===== config.mk =====
export PLATFORM = sky130hd
export DESIGN_NAME = auto_reload_timer_pwm_pulse
export DESIGN_NICKNAME = d
export VERILOG_FILES = /design/src/tmr_pkg.sv /design/src/tmr_prescaler.sv /design/src/tmr_edge_detect.sv /design/src/auto_reload_timer_pwm_pulse.sv
export VERILOG_INCLUDE_DIRS = /design/src
export SDC_FILE = /design/constraint.sdc
export NUM_CORES = 1
export LEC_CHECK = 0
export BUFFER_PORTS_ARGS = -buffer_cell sky130_fd_sc_hd__buf_2
export CORE_MARGIN = 1.5
export CORE_UTILIZATION = 50
export CTS_BUF_LIST = sky130_fd_sc_hd__clkbuf_8
export CTS_CLUSTER_SIZE = 40
export DETAILED_ROUTE_END_ITERATION = 10
export PLACE_DENSITY_LB_ADDON = 0.12
export RECOVER_POWER = 25
export SETUP_SLACK_MARGIN = 0.05
export SYNTH_ARGS = -nofsm -noshare
export SYNTH_HDL_FRONTEND = slang
export SYNTH_HIERARCHICAL = 1
export SYNTH_SLANG_ARGS = --single-unit

===== constraint.sdc =====
create_clock -name core_clk_in -period 2.4 [get_ports core_clk_in]
set_clock_uncertainty 0.2 [all_clocks]
set_input_delay 0.12 -clock core_clk_in [delete_from_list [all_inputs] [get_ports core_clk_in]]
set_output_delay 0.12 -clock core_clk_in [all_outputs]
set_load 0.01 [all_outputs]

===== src/tmr_defines.svh =====
// Constants for the auto-reload timer with PWM and pulse generator
`ifndef TMR_DEFINES_SVH
`define TMR_DEFINES_SVH
`define CNT_RESET_VAL 8'h00
`define CNT_FULL_SCALE 8'hff
`define RELOAD_RESET_VAL 8'h00
`define DUTY_RESET_VAL 8'h00
`define PRESCALE_W 8
`define CKS_INSTR 1'b0
`define CKS_HOSC 1'b1
`define TRIG_BIT 1'b0
`define TRIG_CMP 1'b1
`define OVF_VECTOR 16'h000c
`endif


===== src/tmr_pkg.sv =====
// Types shared by the timer design files
package tmr_pkg;
    typedef logic [7:0] byte_t;
    typedef struct packed {
        logic timer_run_enable;
        logic [2:0] prescale_select;
        logic clock_source_select;
        logic output_phase_select;
        logic pulse_mode_enable;
        logic pulse_trigger_select;
    } mode_cfg_s;
    typedef enum logic [2:0] {
        PG_IDLE = 3'b001,
        PG_WAIT = 3'b010,
        PG_RUN = 3'b100
    } pulse_state_e;
endpackage


===== src/tmr_prescaler.sv =====
// Source select and 8-bit prescaler producing the timer tick
`timescale 1ns/10ps
`default_nettype none
`include "tmr_defines.svh"
module tmr_prescaler #(
    parameter int DIV_W = `PRESCALE_W
) (
    input wire logic core_clk_in, // System clock
    input wire logic nrst_in, // Synchronous reset, active low
    input wire logic run_in, // Prescaler runs while high
    input wire logic instr_tick_in, // Instruction clock enable pulse
    input wire logic hosc_tick_in, // High-speed oscillator enable pulse
    input wire logic clock_source_select_in, // 0 instruction, 1 oscillator
    input wire logic [2:0] prescale_select_in, // 000 = /256 .. 111 = /2
    output logic tick_out // One-cycle timer tick
);
    logic [DIV_W-1:0] div_q;
    logic src_tick;
    logic [DIV_W-1:0] mask;

    // Mask of low divider bits; divisor is 2^(8 - code)
    function automatic logic [DIV_W-1:0] div_mask(input logic [2:0] code);
        div_mask = DIV_W'({DIV_W{1'b1}} >> code);
    endfunction

    // Source mux
    assign src_tick = (clock_source_select_in == `CKS_HOSC) ? hosc_tick_in
                                                             : instr_tick_in; // see RULE9
    assign mask = div_mask(prescale_select_in); // see RULE10

    // Divider held cleared while stopped so a restart gives a full period
    always_ff @(posedge core_clk_in) begin
        if (!nrst_in || !run_in) begin
            div_q <= '0; // see RULE20
        end else if (src_tick) begin
            div_q <= DIV_W'(div_q + 1'b1);
        end
    end

    assign tick_out = run_in && src_tick && ((div_q & mask) == mask); // see RULE10
endmodule
`default_nettype wire


===== src/tmr_edge_detect.sv =====
// Edge detector for the comparator trigger input
`timescale 1ns/10ps
`default_nettype none
module tmr_edge_detect (
    input wire logic core_clk_in, // System clock
    input wire logic nrst_in, // Synchronous reset, active low
    input wire logic level_in, // Comparator output level
    input wire logic falling_sel_in, // 0 rising, 1 falling
    output logic edge_out // One-cycle pulse on selected edge
);
    logic prev_q;

    // Previous sample of the level
    always_ff @(posedge core_clk_in) begin
        if (!nrst_in) begin
            // Start from the pin's own level so a high idle gives no false edge after reset
            prev_q <= level_in;
        end else begin
            prev_q <= level_in;
        end
    end

    assign edge_out = falling_sel_in ? (prev_q && !level_in) : (!prev_q && level_in);
endmodule
`default_nettype wire


===== src/auto_reload_timer_pwm_pulse.sv =====
// 8-bit auto-reload timer with PWM output and one-shot pulse generator
`timescale 1ns/10ps
`default_nettype none
`include "tmr_defines.svh"
////////////////////////////////////////////////////////////////////////////////
// Overview of operation
// RULE1: Counter increments per timer tick while run enable is set, else holds.
// RULE2: Overflow is the counter wrapping from 0xFF to 0x00.
// RULE3: Overflow sets a sticky flag; only software clears it.
// RULE4: Every overflow reloads the counter from the reload value.
// RULE5: Reload writes take effect only at the next overflow.
// RULE6: With interrupt enable set, overflow raises a request to vector 000CH.
// RULE7: Software clears the overflow flag inside its service routine.
// RULE8: Block keeps running in green mode but never requests wake-up.
// RULE9: Clock source select: 0 instruction clock, 1 high-speed oscillator.
// RULE10: Prescaler divides by 256 for code 000 down to 2 for 111.
// RULE11: Count spans 256 steps of one prescaled tick each.
// RULE12: Software configures mode, source and prescaler before enabling.
// RULE13: PWM cycle from tick rate and reload, duty from compare value.
// RULE14: Pulse mode emits a single waveform cycle per start trigger.
// RULE15: Trigger select: 0 wave control bit, 1 comparator edge.
// RULE16: PWM goes active on enable and overflow, idle at duty match.
// RULE17: Phase select 0 high pulse low idle, 1 low pulse high idle.
// RULE18: Bit trigger: set bit starts; overflow stops, clears bit, flags, reloads.
// RULE19: Comparator trigger: edge starts; overflow stops, flags, reloads.
// RULE20: Prescaler divider resets whenever run enable is cleared.
module auto_reload_timer_pwm_pulse (
    input wire logic core_clk_in, // System clock, 100 MHz
    input wire logic nrst_in, // Synchronous reset, active low
    input wire tmr_pkg::mode_cfg_s cfg_in, // Mode control bits
    input wire logic instr_tick_in, // Instruction clock enable pulse
    input wire logic hosc_tick_in, // Oscillator clock enable pulse
    input wire logic count_wr_in, // Write strobe for count value
    input wire tmr_pkg::byte_t count_wdata_in, // Count value write data
    input wire logic reload_wr_in, // Write strobe for reload value
    input wire tmr_pkg::byte_t reload_wdata_in, // Reload value write data
    input wire logic duty_wr_in, // Write strobe for duty compare
    input wire tmr_pkg::byte_t duty_wdata_in, // Duty compare write data
    input wire logic wave_wr_in, // Write strobe for wave output control
    input wire logic wave_wdata_in, // Wave output control write data
    input wire logic flag_clr_in, // Software clear of overflow flag
    input wire logic overflow_irq_enable_in, // Interrupt enable
    input wire logic green_mode_in, // System in green mode
    input wire logic cmp0_level_in, // Comparator 0 output level
    input wire logic comparator_edge_select_in, // 0 rising, 1 falling
    output tmr_pkg::byte_t count_value_out, // Current count
    output tmr_pkg::byte_t reload_value_out, // Reload buffer
    output tmr_pkg::byte_t duty_compare_value_out, // Duty compare register
    output logic wave_output_control_out, // Wave output control bit
    output logic overflow_flag_out, // Sticky overflow flag
    output logic irq_out, // Interrupt request level
    output logic [15:0] irq_vector_out, // Vector address for request
    output logic wakeup_out, // Wake-up request, never from here
    output logic wave_oe_out, // Pin driven by wave when low
    output logic wave_out // PWM or pulse level
);
    import tmr_pkg::*;

    byte_t count_q, reload_q, duty_q;
    logic wave_ctl_q, flag_q, active_q;
    pulse_state_e pg_q;
    logic tick, cmp_edge, counting, overflow, trigger, wave_rise;

    ////////////////////////////////////////////////////////////////////////////
    // Clock selection and prescaling
    tmr_prescaler #(.DIV_W(`PRESCALE_W)) u_presc (
        .core_clk_in(core_clk_in),
        .nrst_in(nrst_in),
        .run_in(cfg_in.timer_run_enable), // see RULE20
        .instr_tick_in(instr_tick_in),
        .hosc_tick_in(hosc_tick_in),
        .clock_source_select_in(cfg_in.clock_source_select),
        .prescale_select_in(cfg_in.prescale_select),
        .tick_out(tick)
    );

    tmr_edge_detect u_edge (
        .core_clk_in(core_clk_in),
        .nrst_in(nrst_in),
        .level_in(cmp0_level_in),
        .falling_sel_in(comparator_edge_select_in),
        .edge_out(cmp_edge)
    );

    ////////////////////////////////////////////////////////////////////////////
    // Pulse generator sequencing; triggers are taken only in the wait state
    assign wave_rise = wave_wr_in && wave_wdata_in && !wave_ctl_q;
    assign trigger = (cfg_in.pulse_trigger_select == `TRIG_CMP) ? cmp_edge
                                                                : wave_rise; // see RULE15

    always_ff @(posedge core_clk_in) begin
        if (!nrst_in) begin
            pg_q <= PG_IDLE;
        end else begin
            case (pg_q)
                PG_IDLE: begin
                    if (cfg_in.pulse_mode_enable && cfg_in.timer_run_enable) begin
                        pg_q <= PG_WAIT;
                    end
                end
                PG_WAIT: begin
                    if (!cfg_in.pulse_mode_enable || !cfg_in.timer_run_enable) begin
                        pg_q <= PG_IDLE;
                    end else if (trigger) begin
                        pg_q <= PG_RUN; // see RULE14
                    end
                end
                PG_RUN: begin
                    if (!cfg_in.pulse_mode_enable || !cfg_in.timer_run_enable) begin
                        pg_q <= PG_IDLE;
                    end else if (overflow) begin
                        pg_q <= PG_WAIT; // see RULE18, RULE19
                    end
                end
                default: begin
                    pg_q <= PG_IDLE;
                end
            endcase
        end
    end

    // In pulse mode the counter only moves while a pulse is running
    assign counting = cfg_in.timer_run_enable
                      && (!cfg_in.pulse_mode_enable || pg_q == PG_RUN); // see RULE1
    assign overflow = counting && tick && (count_q == `CNT_FULL_SCALE); // see RULE2

    ////////////////////////////////////////////////////////////////////////////
    // Counter: 256 steps, auto-reload on overflow
    always_ff @(posedge core_clk_in) begin
        if (!nrst_in) begin
            count_q <= `CNT_RESET_VAL;
        end else if (overflow) begin
            count_q <= reload_q; // see RULE4
        end else if (count_wr_in) begin
            count_q <= count_wdata_in;
        end else if (counting && tick) begin
            count_q <= 8'(count_q + 8'h01); // see RULE1, RULE11
        end
    end

    // Reload buffer only reaches the counter at overflow
    always_ff @(posedge core_clk_in) begin
        if (!nrst_in) begin
            reload_q <= `RELOAD_RESET_VAL;
        end else if (reload_wr_in) begin
            reload_q <= reload_wdata_in; // see RULE5
        end
    end

    always_ff @(posedge core_clk_in) begin
        if (!nrst_in) begin
            duty_q <= `DUTY_RESET_VAL;
        end else if (duty_wr_in) begin
            duty_q <= duty_wdata_in;
        end
    end

    ////////////////////////////////////////////////////////////////////////////
    // Overflow flag: set wins over a clear in the same cycle
    always_ff @(posedge core_clk_in) begin
        if (!nrst_in) begin
            flag_q <= 1'b0;
        end else if (overflow) begin
            flag_q <= 1'b1; // see RULE3
        end else if (flag_clr_in) begin
            flag_q <= 1'b0; // see RULE7
        end
    end

    // Wave control bit self-clears at the end of a bit-triggered pulse
    always_ff @(posedge core_clk_in) begin
        if (!nrst_in) begin
            wave_ctl_q <= 1'b0;
        end else if (overflow && cfg_in.pulse_mode_enable
                     && cfg_in.pulse_trigger_select == `TRIG_BIT) begin
            wave_ctl_q <= 1'b0; // see RULE18
        end else if (wave_wr_in) begin
            wave_ctl_q <= wave_wdata_in;
        end
    end

    ////////////////////////////////////////////////////////////////////////////
    // Active phase: PWM enable or overflow starts it, duty match ends it
    always_ff @(posedge core_clk_in) begin
        if (!nrst_in) begin
            active_q <= 1'b0;
        end else if (cfg_in.pulse_mode_enable) begin
            // Pulse lasts from trigger until overflow
            active_q <= (pg_q == PG_RUN && !overflow) || (pg_q == PG_WAIT && trigger); // see RULE14
        end else if (wave_rise || (wave_ctl_q && overflow)) begin
            active_q <= 1'b1; // see RULE16
        end else if (!wave_ctl_q || count_q == duty_q) begin
            active_q <= 1'b0; // see RULE16
        end
    end

    ////////////////////////////////////////////////////////////////////////////
    // Pin drive and phase; outputs from flops except handshake-like enable
    always_ff @(posedge core_clk_in) begin
        if (!nrst_in) begin
            wave_out <= 1'b0;
        end else begin
            wave_out <= active_q ^ cfg_in.output_phase_select; // see RULE17
        end
    end

    // Pin owned by the wave while control bit or pulse mode is set
    assign wave_oe_out = !(wave_ctl_q || cfg_in.pulse_mode_enable); // see RULE13

    // Interrupt is a level from the sticky flag; green mode does not wake
    assign irq_out = flag_q && overflow_irq_enable_in; // see RULE6
    assign irq_vector_out = `OVF_VECTOR; // see RULE6
    assign wakeup_out = 1'b0 & green_mode_in; // see RULE8

    assign count_value_out = count_q;
    assign reload_value_out = reload_q;
    assign duty_compare_value_out = duty_q;
    assign wave_output_control_out = wave_ctl_q;
    assign overflow_flag_out = flag_q;

    ////////////////////////////////////////////////////////////////////////////
    // Checks
    property p_flag_set;
        @(posedge core_clk_in) disable iff (!nrst_in)
        overflow |=> overflow_flag_out;
    endproperty
    a_flag_set: assert property (p_flag_set) else $error("flag not set"); // see RULE3

    property p_flag_sticky;
        @(posedge core_clk_in) disable iff (!nrst_in)
        (flag_q && !flag_clr_in) |=> flag_q;
    endproperty
    a_flag_sticky: assert property (p_flag_sticky) else $error("flag dropped"); // see RULE3

    property p_reload;
        @(posedge core_clk_in) disable iff (!nrst_in)
        overflow |=> count_q == $past(reload_q);
    endproperty
    a_reload: assert property (p_reload) else $error("no reload"); // see RULE4

    property p_stop;
        @(posedge core_clk_in) disable iff (!nrst_in)
        (!cfg_in.timer_run_enable && !count_wr_in) |=> $stable(count_q);
    endproperty
    a_stop: assert property (p_stop) else $error("counted while off"); // see RULE1

    property p_inc;
        @(posedge core_clk_in) disable iff (!nrst_in)
        (counting && tick && !overflow && !count_wr_in) |=> count_q == 8'($past(count_q) + 8'h01);
    endproperty
    a_inc: assert property (p_inc) else $error("bad increment"); // see RULE1

    property p_irq;
        @(posedge core_clk_in) disable iff (!nrst_in)
        (overflow && overflow_irq_enable_in) |=> irq_out;
    endproperty
    a_irq: assert property (p_irq) else $error("no irq"); // see RULE6

    property p_bit_clear;
        @(posedge core_clk_in) disable iff (!nrst_in)
        (overflow && cfg_in.pulse_mode_enable && !cfg_in.pulse_trigger_select)
            |=> !wave_ctl_q;
    endproperty
    a_bit_clear: assert property (p_bit_clear) else $error("bit kept"); // see RULE18

    property p_pulse_stop;
        @(posedge core_clk_in) disable iff (!nrst_in)
        (overflow && cfg_in.pulse_mode_enable) |=> pg_q != PG_RUN;
    endproperty
    a_pulse_stop: assert property (p_pulse_stop) else $error("pulse ran on"); // see RULE19

    property p_phase;
        @(posedge core_clk_in) disable iff (!nrst_in)
        1'b1 |=> wave_out == ($past(active_q) ^ $past(cfg_in.output_phase_select));
    endproperty
    a_phase: assert property (p_phase) else $error("bad phase"); // see RULE17

    property p_nowake;
        @(posedge core_clk_in) disable iff (!nrst_in)
        green_mode_in |-> !wakeup_out;
    endproperty
    a_nowake: assert property (p_nowake) else $error("woke system"); // see RULE8

    property p_pwm_on;
        @(posedge core_clk_in) disable iff (!nrst_in)
        (wave_rise && !cfg_in.pulse_mode_enable) |=> active_q;
    endproperty
    a_pwm_on: assert property (p_pwm_on) else $error("not active on enable"); // see RULE16

    property p_pwm_restart;
        @(posedge core_clk_in) disable iff (!nrst_in)
        (overflow && wave_ctl_q && !cfg_in.pulse_mode_enable) |=> active_q;
    endproperty
    a_pwm_restart: assert property (p_pwm_restart) else $error("no restart"); // see RULE16

    property p_duty_end;
        @(posedge core_clk_in) disable iff (!nrst_in)
        (wave_ctl_q && !cfg_in.pulse_mode_enable && !overflow && count_q == duty_q) |=> !active_q;
    endproperty
    a_duty_end: assert property (p_duty_end) else $error("no duty end"); // see RULE16

    property p_pulse_idle;
        @(posedge core_clk_in) disable iff (!nrst_in)
        (cfg_in.pulse_mode_enable && pg_q != PG_RUN && !count_wr_in) |=> $stable(count_q);
    endproperty
    a_pulse_idle: assert property (p_pulse_idle) else $error("counted between pulses"); // see RULE14
endmodule
`default_nettype wire


==> metrics.log, run 1 <==
INFO  metric numClockSinks = 40
INFO  metric hold-path-endpoint = count_value_out[7]
INFO  metric initial_utilization = 0.530
INFO  metric drive_gt1_frac = 0.265
INFO  metric ys_seq_area_frac = 0.340
INFO  metric route.top_layer_used = met4
INFO  metric grt_start_max_net_pins = 37
INFO  metric r2r_slack = 180 ps
INFO  metric placed_cell_area = 2750 um2
INFO  metric critPathLaunchType = flip-flop
INFO  metric edff_count_synth = 0
INFO  metric vdd_drop_max = 0.300 mV
INFO  metric critical-path-top-delay-family = buffers and inverters
INFO  metric yosysUniqueCellTypes = 53
INFO  metric hold_viol = 0
INFO  metric met1_length = 2750 um
INFO  metric cp.required = 2380 ps
INFO  metric setup_ws = 184 ps
INFO  metric yosysWarnings = 6
INFO  metric min_delay_path_depth = 4
INFO  metric ys_seq_elements = 40
INFO  metric fillCellCount = between 300 and 400
INFO  metric crit_path_max_fanout = 6
INFO  metric drt_pass1_iterations = 9
INFO  metric achievable-frequency = 451 MHz
INFO  metric route.met2.wl = between 2000 and 3000 um
INFO  metric vias_per_cell = 5.32
INFO  metric area_added_between_synthesis_and_finish = 31.7%
INFO  metric grt_first_pass_wirelength = 9520 um
INFO  metric violations = DRC
INFO  metric hold_class = primary input to flip-flop
INFO  metric cp_slowest_cell = dlygate4sd3_1
INFO  metric power_dens_cells = approximately 510 nW/um2
INFO  metric route.detailed.drc = 4
INFO  metric post_cts.repair.setup_buffers = 0
INFO  metric synth_area_per_cell = 8.66 um2
INFO  metric critical_path_class = flip-flop to flip-flop
INFO  metric commonest_cells_after_routing_fill_and_taps_aside = buf_2 (72), dfxtp_1 (38), dlygate4sd3_1 (23)
INFO  metric globalRouteTotalUtil = 0.232
INFO  metric wp_buf_inv = 2
INFO  metric rsz0062_at_grt = no
INFO  metric final_min_period_over_clock_period = 0.924
INFO  metric report.final.setup_viol = 0
INFO  metric fin_area = 3100 um2
INFO  metric wl_met3 = between 300 and 400 um
INFO  metric vias_in_the_first_global_route = 2074
INFO  metric p_sw_frac = 0.265
INFO  metric critical_path.reg2reg.startpoint = pg_q[2]
INFO  metric cts.path.max_buffers = 2
INFO  metric cp_slowest_stage_delay = approximately 600 ps
INFO  metric io_buffer_count = 73
INFO  metric share_clk_of_total_power = 0.341
INFO  metric floorplan.die.height = 71.6 um
INFO  metric path_cells = or3b_1 -> buf_4 -> o21ai_0 -> nand4_1 -> dlygate4sd3_1
INFO  metric num-nets-final = 421
INFO  metric cts_max_level = 2
INFO  metric pwr-share-seq = 0.459
INFO  metric number_of_antenna_violating_nets_in_the_routed_design = 0
INFO  metric max_slew_margin = 0.627
INFO  metric route.final.wire_length = 5840 um
INFO  metric most_common_library_cell_in_the_layout_ignoring_fill_and_taps = buf_2
INFO  metric insertedDiodeCount = 0
INFO  metric num_vias = 2265
INFO  metric timing.setup.tns = 0 ps
INFO  metric p_leak = 1.38 nW
INFO  metric globalRouteOverflowTotal = 0
INFO  metric cp.arrival = 2190 ps
INFO  metric tritoncts.num_buffers = 5
INFO  metric fp.dieArea = 5130 um2
INFO  metric status = finished, violations left
INFO  metric cts_tree = done
INFO  metric startpoint = pg_q[2]
INFO  metric fp.coreArea = 4440 um2
INFO  metric final_period_minus_worst_setup_slack = approximately 2200 ps
INFO  metric mappedNetlistArea = about 2400 um2
INFO  metric post_drt_wl_per_cell = 13.7 um
INFO  metric worstRegToRegCells = 5
INFO  metric worst_pin_slew = 560 ps
INFO  metric internal_power = 1.16 mW
INFO  metric holdCritStartpoint = count_wdata_in[7]
INFO  metric timing.critical_path.to_type = flip-flop
INFO  metric ios = a little over 90
INFO  metric clkSlewWorstSetupHoldPaths = 70 ps
INFO  metric maxSlewViolCount = 0
INFO  metric num_rows = 24
INFO  metric drt_iter0_markers = 186
INFO  metric share_comb_of_total_power = 0.200
INFO  metric clock_tree.root_cell = clkbuf_8
INFO  metric initial_antenna_violation_count = 0
INFO  metric dp.final_hpwl = 3980 um
INFO  metric gp_congestion = 0.806
INFO  metric main_flop_type_after_synthesis = dfxtp_1
INFO  metric synth_cells = 272
INFO  metric preCtsSetupSlack = 187 ps
INFO  metric dieWidth = 71.6 um
INFO  metric p_switching = 0.417 mW
INFO  metric worst_r2r_endpoint = pg_q[0]
INFO  metric maxCapViolCount = 0
INFO  metric ys_async_sr_fraction = 0
INFO  metric insertion_delay = 290 ps
==> tightest hold or removal path, delay by kind of cell <==
| family | cells | cell delay, ps |
|---|---|---|
| AO/OA/AOI/OAI | 2 | 200 |
| buffers and inverters | 1 | 70 |
| AND/OR/NAND/NOR | 1 | 80 |
==> how the worst max path moves through the flow <==
stage	endpoint	cells after the start
3_5_place_dp	wave_output_control_out	6
5_1_grt	pg_q[0]	5
2_1_floorplan	wave_output_control_out	4
4_1_cts	pg_q[1]	7
3_3_place_gp	wave_output_control_out	6
6_report	pg_q[0]	5
==> power by group through the flow <==
stage               Combinational, mW  Sequential [mW]  Clock, mW
floorplan                       0.176            0.752          0
global placement                0.278            0.737          0
detailed placement              0.282            0.738          0
CTS                             0.311            0.723      0.545
global route                    0.347            0.728      0.589
finish                          0.315            0.724      0.538
==> timing repair <==
item / CTS / global route
hold endpoints to repair: 21 / 0
hold buffers: 23 / 0
resized for setup: 0 / 4
endpoints found under the setup margin: 0 / 3
==> stage by stage <==
stage	power [mW]	std cells	utilization	hold WS [ps]
detailed placement	1.02	394	0.618	51.3
finish	1.58	426	0.698	21.1
floorplan	0.928	287	-	-52.3
CTS	1.58	425	0.694	18.2
global route	1.66	426	0.698	53.5
global placement	1.02	394	0.618	46.6
==> sequential cells by signal (all words and copies together) (netlist names) <==
register	cells
count_value_out	8
duty_compare_value_out	8
reload_value_out	8
u_presc/div_q	8
pg_q	3
active_q	1
overflow_flag_out	1
u_edge/prev_q	1
wave_out	1
wave_output_control_out	1
==> cell usage after synthesis (all sizes together) (2+ instances only) <==
| cell | instances | share of area |
|---|---|---|
| and2 | 7 | 0.019 |
| ha | 2 | 0.011 |
| xor2 | 2 | 0.0074 |
| buf | 19 | 0.061 |
| and4 | 2 | 0.0074 |
| dfxtp | 40 | 0.34 |
| o31ai | 3 | 0.0096 |
| or4 | 2 | 0.0064 |
| a31oi | 6 | 0.019 |
| a22oi | 2 | 0.0064 |
| o211ai | 2 | 0.0064 |
| inv | 7 | 0.011 |
| mux2i | 22 | 0.094 |
| nor2b | 18 | 0.048 |
| nand3 | 8 | 0.017 |
| nand2 | 21 | 0.033 |
| o21a | 2 | 0.0064 |
| nand4bb | 3 | 0.014 |
| clkbuf | 11 | 0.018 |
| or3 | 3 | 0.0080 |
| a21oi | 11 | 0.023 |
| nor2 | 4 | 0.0064 |
| o221ai | 2 | 0.0074 |
| nand2b | 8 | 0.021 |
| o211a | 2 | 0.0085 |
| xnor2 | 11 | 0.041 |
| o21ai | 23 | 0.050 |
| nor3 | 2 | 0.0043 |
| conb | 2 | 0.0032 |
| nand4 | 5 | 0.013 |
| a21boi | 2 | 0.0064 |
| and3 | 2 | 0.0053 |
==> cell type report <==
cell class	instances	area, um2	share of cell area
Multi-Input combinational cell	211	1410	0.456
Timing Repair Buffer	108	684	0.221
Clock buffer	5	68.8	0.0222
Clock inverter	3	38.8	0.0125
Tap cell	52	65.1	0.0210
Inverter	7	26.3	0.00847
Sequential cell	40	803	0.259
==> per-layer routing <==
metal / up-vias / track usage
li1: 1148 / -
met1: 1026 / 0.311
met2: 86 / 0.362
met3: 5 / 0.0549
met4: 0 / 0.0881
met5: - / 0
==> logic make-up after synthesis <==
family,after synthesis,share of synthesized area
compound gates,68,0.201
flops,40,0.340
fa+ha+maj,2,0.0106
mux,22,0.0935
simple gates,88,0.213
xor+xnor,13,0.0484
buf+inv,37,0.0898
other cells,2,0.00319
Note: power is estimated with default switching activity, not from simulation.
==> run 2: changes to the inputs <==
==> constraint.sdc (replaced) <==
create_clock -name core_clk_in -period 2.4 [get_ports core_clk_in]
set_clock_uncertainty 0.2 [all_clocks]
set_input_delay 0.72 -clock core_clk_in [delete_from_list [all_inputs] [get_ports core_clk_in]]
set_output_delay 0.72 -clock core_clk_in [all_outputs]
set_load 0.01 [all_outputs]
==> run 2 against run 1 <==
Against the previous run: die area is the same; clock power shrank 0.7%; non-clock buffer count shrank 16; the run still ends with DRC left; critical endpoint is now wave_output_control_out; combinational power shrank 9.5%; sequential share of layout area grew 1.5 points; core utilization shrank 4.1 points; wire length shrank 9.3%; count of clock-buffer cells in the layout is the same; final cell count shrank 4.0%; via count shrank 4.0%; fmax shrank 1.2%; highest routed layer unchanged; global-route usage shrank 2.1 points.
==> metrics.log, run 2 (same netlist as run 1, synthesis figures left out) <==
INFO  metric insertion_delay = 290 ps (about the same)
INFO  metric route.met2.wl = 2430 um (-8.7%)
INFO  metric vias_in_the_first_global_route = 1867 (-10%)
INFO  metric worstRegToRegCells = 6 (+1)
INFO  metric final_period_minus_worst_setup_slack = 2240 ps (+26.0 ps)
INFO  metric num-nets-final = 404 (-4.0%)
INFO  metric grt_first_pass_wirelength = 8560 um (-10%)
INFO  metric clock_tree.root_cell = clkbuf_8
INFO  metric crit_path_max_fanout = 9 (+3)
INFO  metric final_min_period_over_clock_period = 0.934 (+0.0108)
INFO  metric maxSlewViolCount = 0 (unchanged)
INFO  metric cp_slowest_stage_delay = 450 ps (-140 ps)
INFO  metric globalRouteOverflowTotal = 0 (unchanged)
INFO  metric critPathLaunchType = primary input
INFO  metric cts.path.max_buffers = 2 (unchanged)
INFO  metric worst_pin_slew = 694 ps (+134 ps)
INFO  metric grt_start_max_net_pins = 19 (-49%)
INFO  metric path_cells = buf_2 -> o21ai_0 -> a211oi_1 -> o211a_1 -> nand2_2 -> a2111o_1 -> o311a_1
INFO  metric area_added_between_synthesis_and_finish = 23.9%
INFO  metric post_cts.repair.setup_buffers = 0 (unchanged)
INFO  metric holdCritStartpoint = overflow_flag_out
INFO  metric startpoint = cfg_in[5]
INFO  metric status = finished, violations left
INFO  metric maxCapViolCount = 0 (unchanged)
INFO  metric timing.critical_path.to_type = flip-flop
INFO  metric finish.utilization = 0.656 (-0.0414)
INFO  metric tritoncts.num_buffers = 5 (unchanged)
INFO  metric placed_cell_area = 2820 um2 (+2.6%)
INFO  metric hold_class = flip-flop to flip-flop
INFO  metric vias_per_cell = 5.32 (about the same)
INFO  metric achievable-frequency = 446 MHz (-1.2%)
INFO  metric fin_area = 2920 um2 (-5.9%)
INFO  metric fin_cells = 409 (-4.0%)
INFO  metric numClockSinks = 40 (unchanged)
INFO  metric drt_iter0_markers = 170 (-8.6%)
INFO  metric initial_antenna_violation_count = 0 (unchanged)
INFO  metric clkSlewWorstSetupHoldPaths = 70 ps (about the same)
INFO  metric num_vias = 2174 (-4.0%)
INFO  metric report.final.setup_viol = 0 (unchanged)
INFO  metric dp.final_hpwl = 4090 um (+2.8%)
INFO  metric p_leak = 1.31 nW (-5.4%)
INFO  metric route.top_layer_used = met4
INFO  metric ios = 92 (unchanged)
INFO  metric cts_max_level = 2 (unchanged)
INFO  metric drive_gt1_frac = 0.286 (+0.0210)
INFO  metric route.detailed.drc = 1 (-3)
INFO  metric postCtsHoldBufs = 0 (-100%)
INFO  metric commonest_cells_after_routing_fill_and_taps_aside = buf_2 (71), dfxtp_1 (40), o21ai_0 (22)
INFO  metric most_common_library_cell_in_the_layout_ignoring_fill_and_taps = buf_2
INFO  metric wl_met3 = 270 um (-28%)
INFO  metric dieWidth = 71.6 um (unchanged)
INFO  metric fp.coreArea = 4440 um2 (unchanged)
INFO  metric r2r_slack = 240 ps (+60 ps)
INFO  metric max_slew_margin = 0.537 (-0.0894)
INFO  metric power_dens_cells = 530 nW/um2 (+4.2%)
INFO  metric io_buffer_count = 73 (unchanged)
INFO  metric violations = DRC
INFO  metric met1_length = 2550 um (-7.5%)
INFO  metric critical_path_class = primary input to flip-flop
INFO  metric route.final.wire_length = 5300 um (-9.3%)
INFO  metric fp.dieArea = 5130 um2 (unchanged)
INFO  metric floorplan.die.height = 71.6 um (unchanged)
INFO  metric post_drt_wl_per_cell = 13.0 um (-5.5%)
INFO  metric cp.required = 2380 ps (about the same)
INFO  metric number_of_antenna_violating_nets_in_the_routed_design = 0 (unchanged)
INFO  metric hold-path-endpoint = overflow_flag_out
INFO  metric worst_r2r_endpoint = active_q
INFO  metric drt_pass1_iterations = 10 (+1)
INFO  metric cp_slowest_cell = a2111o_1
INFO  metric cts_tree = done
INFO  metric rsz0062_at_grt = no
INFO  metric globalRouteTotalUtil = 0.211 (-0.0207)
INFO  metric hold_viol = 0 (unchanged)
INFO  metric cp.arrival = 2220 ps (+30 ps)
INFO  metric post_cts_resize_count = 0 (unchanged)
INFO  metric critical_path.reg2reg.startpoint = pg_q[2]
INFO  metric initial_utilization = 0.530 (unchanged)
INFO  metric vdd_drop_max = 0.329 mV (+9.8%)
INFO  metric fin_worst_hold_slack = 288 ps (+267 ps)
INFO  metric num_rows = 24 (unchanged)
INFO  metric dp.cells = 401 (+1.8%)
INFO  metric insertedDiodeCount = 0 (unchanged)
INFO  metric min_delay_path_depth = 2 (-2)
INFO  metric gp_congestion = 0.801 (-0.63%)
## run 2: cell types whose count changed in the layout (fill, tap and decap cells not counted), sizes merged
cell / before / now
clkbuf: 6 / 9
a2111o: 2 / 1
buf: 84 / 88
dlygate4sd3: 23 / 0
## run 2: worst max-delay path: cells and delay by family
family / cells / cell delay (ps)
compound gates: 5 / 1320
simple gates: 1 / 70
buf+inv: 1 / 110
## run 2: layout make-up
class                   count  area [um2]
flip-flops and latches     40         801
fillers                   421        1530
clock inverters             3        38.8
repair buffers             92         498
well taps                  52        65.1
multi-input cells         210        1420
clock buffers               5        68.8
inverters                   7        26.3
## run 2: per-layer routing
layer	track usage	up-vias
li1	-	1114
met1	0.289	994
met2	0.335	62
met3	0.0492	4
met4	0.0566	0
met5	0	-
## run 2: per-stage QoR
| step | setup slack (ps) | power (mW) | setup TNS (ps) |
|---|---|---|---|
| after floorplan | 12.7 | 0.932 | 0 |
| after global placement | -115 | 1.02 | -579 |
| after detailed placement | -141 | 1.03 | -1080 |
| after CTS | 164 | 1.56 | 0 |
| after global routing | 49.8 | 1.62 | 0 |
| final | 158 | 1.54 | 0 |
## run 2: where the power goes
part | internal [mW] | total, mW | switching [mW] | leakage, nW
combinational | 0.137 | 0.285 | 0.148 | 0.920
sequential | 0.698 | 0.726 | 0.0288 | 0.329
clock | 0.304 | 0.534 | 0.230 | 0.0593
## run 2: worst max path at each step
stage	end	slack [ps]	cells past startpoint
finish	wave_output_control_out	160	7
global route	pg_q[1]	50	8
CTS	wave_output_control_out	160	7
detailed placement	wave_output_control_out	-140	7
global placement	wave_output_control_out	-120	7
floorplan	wave_output_control_out	10	7
==> run 3: changes to the inputs <==
- CORE_UTILIZATION: 50 -> 45
- SYNTH_HIERARCHICAL: 1 -> unset
- clock period: 2.4 -> 1.9 ns (I/O delays scaled with it)
==> run 3 against run 2 <==
Against the previous run: combinational power is 18% higher; non-clock buffer count is 8 higher; critical path type is now flip-flop to flip-flop; die area is 5.9% higher; the flow finishes with violations (setup timing); first-iteration DRC count is 64% lower; flip-flop and latch count stayed put; worst hold slack worse by 64 ps.
==> metrics.log, run 3 <==
INFO  metric post_drt_wl_per_cell = 12.5 um (-3.9%)
INFO  metric synth_area_per_cell = 9.00 um2 (+3.9%)
INFO  metric grt_start_max_net_pins = 32 (+13)
INFO  metric critical-path-top-delay-family = simple AND/OR/NAND/NOR gates
INFO  metric gp_congestion = 0.818 (+2.2%)
INFO  metric route.final.wire_length = 5140 um (-3.0%)
INFO  metric vias_per_cell = 4.83 (-9.2%)
INFO  metric violations = setup timing
INFO  metric drt_iter0_markers = 61 (-64%)
INFO  metric achievable-frequency = approximately 510 MHz
INFO  metric wp_buf_inv = 1 (unchanged)
INFO  metric num_vias = 1993 (-8.3%)
INFO  metric critical_path_class = flip-flop to flip-flop
INFO  metric synthDominantAreaCellType = dfxtp_1
INFO  metric hold_viol = 0 (unchanged)
INFO  metric max_slew_margin = 0.634 (+0.0967)
INFO  metric clock_tree.root_cell = clkbuf_8
INFO  metric num_rows = 25 (+4.2%)
INFO  metric share_comb_of_total_power = 0.181 (-0.003)
INFO  metric ys_async_sr_fraction = 0 (unchanged)
INFO  metric cp.arrival = 1950 ps (-270 ps)
INFO  metric synth_cells = 250 (-8.1%)
INFO  metric dp.final_hpwl = 3830 um (-6.4%)
INFO  metric postCtsHoldBufs = 0 (unchanged)
INFO  metric yosys-top-cells-area = dfxtp_1 (36%), mux2i_1 (9.8%), buf_4 (6.0%)
INFO  metric critPathLaunchType = flip-flop
INFO  metric grt_use_met3 = 0.0480 (-0.00122)
INFO  metric main_flop_type_after_synthesis = dfxtp_1
INFO  metric fin_area = 2930 um2 (+0.43%)
INFO  metric mappedNetlistArea = 2250 um2 (-4.5%)
INFO  metric status = finished, violations left
INFO  metric area_added_between_synthesis_and_finish = 30.2%
INFO  metric io_buffer_count = 73 (unchanged)
INFO  metric crit_path_max_fanout = 6 (-3)
INFO  metric grt_first_pass_wirelength = 8150 um (-4.8%)
INFO  metric insertion_delay = 290 ps (about the same)
INFO  metric met1_global_route_usage = 0.249 (-0.0404)
INFO  metric p_leak = 1.37 nW (+5.1%)
INFO  metric drive_gt1_frac = 0.355 (+0.0698)
INFO  metric ys_seq_area_frac = 0.356 (+0.0159)
INFO  metric final_min_period_over_clock_period = 1.03
INFO  metric num-nets-final = 394 (-2.5%)
INFO  metric commonest_cells_after_routing_fill_and_taps_aside = buf_2 (69), dfxtp_1 (38), buf_4 (25)
INFO  metric dieWidth = 73.7 um (+2.9%)
INFO  metric floorplan.die.height = 73.7 um (+2.9%)
INFO  metric ios = 92 (unchanged)
INFO  metric numClockSinks = 40 (unchanged)
INFO  metric placed_cell_area = 2770 um2 (-1.8%)
INFO  metric met2_usage = 0.321 (-0.0141)
INFO  metric pwr-share-seq = 0.493 (+0.023)
INFO  metric path_cells = or3b_4 -> a21oi_2 -> nor4b_4 -> buf_6 -> and2b_2 -> o211ai_1 -> o311a_1
INFO  metric startpoint = pg_q[0]
INFO  metric globalRouteOverflowTotal = 0 (unchanged)
INFO  metric worst_pin_slew = 549 ps (-145 ps)
INFO  metric maxCapViolCount = 0 (unchanged)
INFO  metric number_of_antenna_violating_nets_in_the_routed_design = 0 (unchanged)
INFO  metric cp_slowest_stage_delay = 390 ps (-60 ps)
INFO  metric p_total = 1.86 mW (+21%)
INFO  metric vias_in_the_first_global_route = 1776 (-4.9%)
INFO  metric synth.most_common_cell = dfxtp_1
INFO  metric fp.dieArea = 5430 um2 (+5.9%)
INFO  metric vdd_drop_max = 0.384 mV (+17%)
INFO  metric p_switching = 0.490 mW (+21%)
INFO  metric report.final.setup_viol = 5 (+5)
INFO  metric internal_power = 1.37 mW (+21%)
INFO  metric fp.coreArea = 4750 um2 (+7.0%)
INFO  metric holdCritStartpoint = cmp0_level_in
INFO  metric route.detailed.drc = 0 (-1)
INFO  metric share_clk_of_total_power = 0.327 (-0.019)
INFO  metric hold_class = primary input to flip-flop
INFO  metric initial_utilization = 0.473 (-0.0567)
INFO  metric cp.required = 1890 ps (-490 ps)
INFO  metric globalRouteTotalUtil = 0.198 (-0.0130)
INFO  metric timing.critical_path.to_type = flip-flop
INFO  metric power_dens_cells = 636 nW/um2 (+20%)
INFO  metric cts_tree = done
INFO  metric rsz0062_at_grt = yes
INFO  metric cts.path.max_buffers = 2 (unchanged)
INFO  metric grt.busiest_layer = met2
INFO  metric yosysWarnings = 0 (-6)
INFO  metric initial_antenna_violation_count = 0 (unchanged)
INFO  metric critical_path.reg2reg.startpoint = pg_q[0]
INFO  metric synth.top_cell.area_share = 0.356 (+0.0159)
INFO  metric cts_max_level = 2 (unchanged)
INFO  metric setup_ws = -63.3 ps (-221 ps)
INFO  metric yosysUniqueCellTypes = 50 (-5.7%)
INFO  metric maxSlewViolCount = 0 (unchanged)
INFO  metric p_sw_frac = 0.263 (about the same)
INFO  metric drt_pass1_iterations = 4 (-6)
INFO  metric cp_slowest_cell = or3b_4
INFO  metric ys_seq_elements = 40 (unchanged)
INFO  metric most_common_library_cell_in_the_layout_ignoring_fill_and_taps = buf_2
INFO  metric clkSlewWorstSetupHoldPaths = 70 ps (about the same)
INFO  metric edff_count_synth = 0 (unchanged)
INFO  metric tritoncts.num_buffers = 5 (unchanged)
INFO  metric final_period_minus_worst_setup_slack = roughly 2000 ps
INFO  metric insertedDiodeCount = 0 (unchanged)
INFO  metric netlist_top_cells_count = dfxtp_1 (40), mux2i_1 (22), nand2_1 (20), buf_4 (18), nor2b_1 (16)
[run 3: cells by family after synthesis]
family / after synthesis / share of synthesized area
xor+xnor: 21 / 0.0818
flops: 40 / 0.356
fa+ha+maj: 2 / 0.0111
buf+inv: 33 / 0.0895
other cells: 2 / 0.00334
compound gates: 44 / 0.126
mux: 25 / 0.115
simple gates: 83 / 0.217
[run 3: worst register-to-register path, stage by stage (launching register included)]
cell and delay, ps:
dfxtp_2 320, or3b_4 390, a21oi_2 130, nor4b_4 210, buf_6 160, and2b_2 220, o211ai_1 100, o311a_1 120
[run 3: per-stage QoR]
stage          worst slack [ps]  cells  utilization  setup TNS (ps)  hold slack, ps
5_1_grt                    -152    413        0.616           -1170             222
4_1_cts                   -63.2    412        0.611            -183             195
3_3_place_gp               -410    403        0.582           -4570             272
3_5_place_dp               -467    403        0.582           -5030             277
6_report                  -63.3    413        0.616            -203             224
2_1_floorplan              -356    265            -           -3110             258
[run 3: cell type report]
type	count	area [um2]
clock buffers	7	96.3
repair buffers	100	572
inverters	6	22.5
multi-input cells	193	1350
fillers	458	1830
flip-flops and latches	40	803
well taps	67	83.8
[run 3: what timing repair did]
action | 4_1_cts | 5_1_grt
buffers inserted | 2 | 1
pin swaps | 8 | 3
cloned | 1 | 0
resized for setup | 6 | 6
setup endpoints to repair | 13 | 14
[run 3: final timing paths]
path / depth (start not counted) / to / slack, ps
worst min register to register: 2 / count_value_out[6] / 280
worst min-delay path: 1 / u_edge.prev_q / 220
worst max register to register: 7 / active_q / -60
worst max-delay path: 7 / active_q / -60
[run 3: power groups by stage]
stage | logic, mW | clock network [mW] | registers, mW
after CTS | 0.339 | 0.629 | 0.917
after floorplan | 0.205 | 0 | 0.951
after detailed placement | 0.333 | 0 | 0.936
final | 0.337 | 0.608 | 0.917
after global placement | 0.329 | 0 | 0.935
after global routing | 0.373 | 0.666 | 0.923
[run 3: metal layers]
metal | share of wire | vias up | routed length [um]
met4 | 0.017 | 0 | 88
met2 | 0.46 | 66 | 2370
li1 | - | 1030 | -
met5 | 0 | - | 0
met1 | 0.47 | 889 | 2420
met3 | 0.052 | 8 | 266
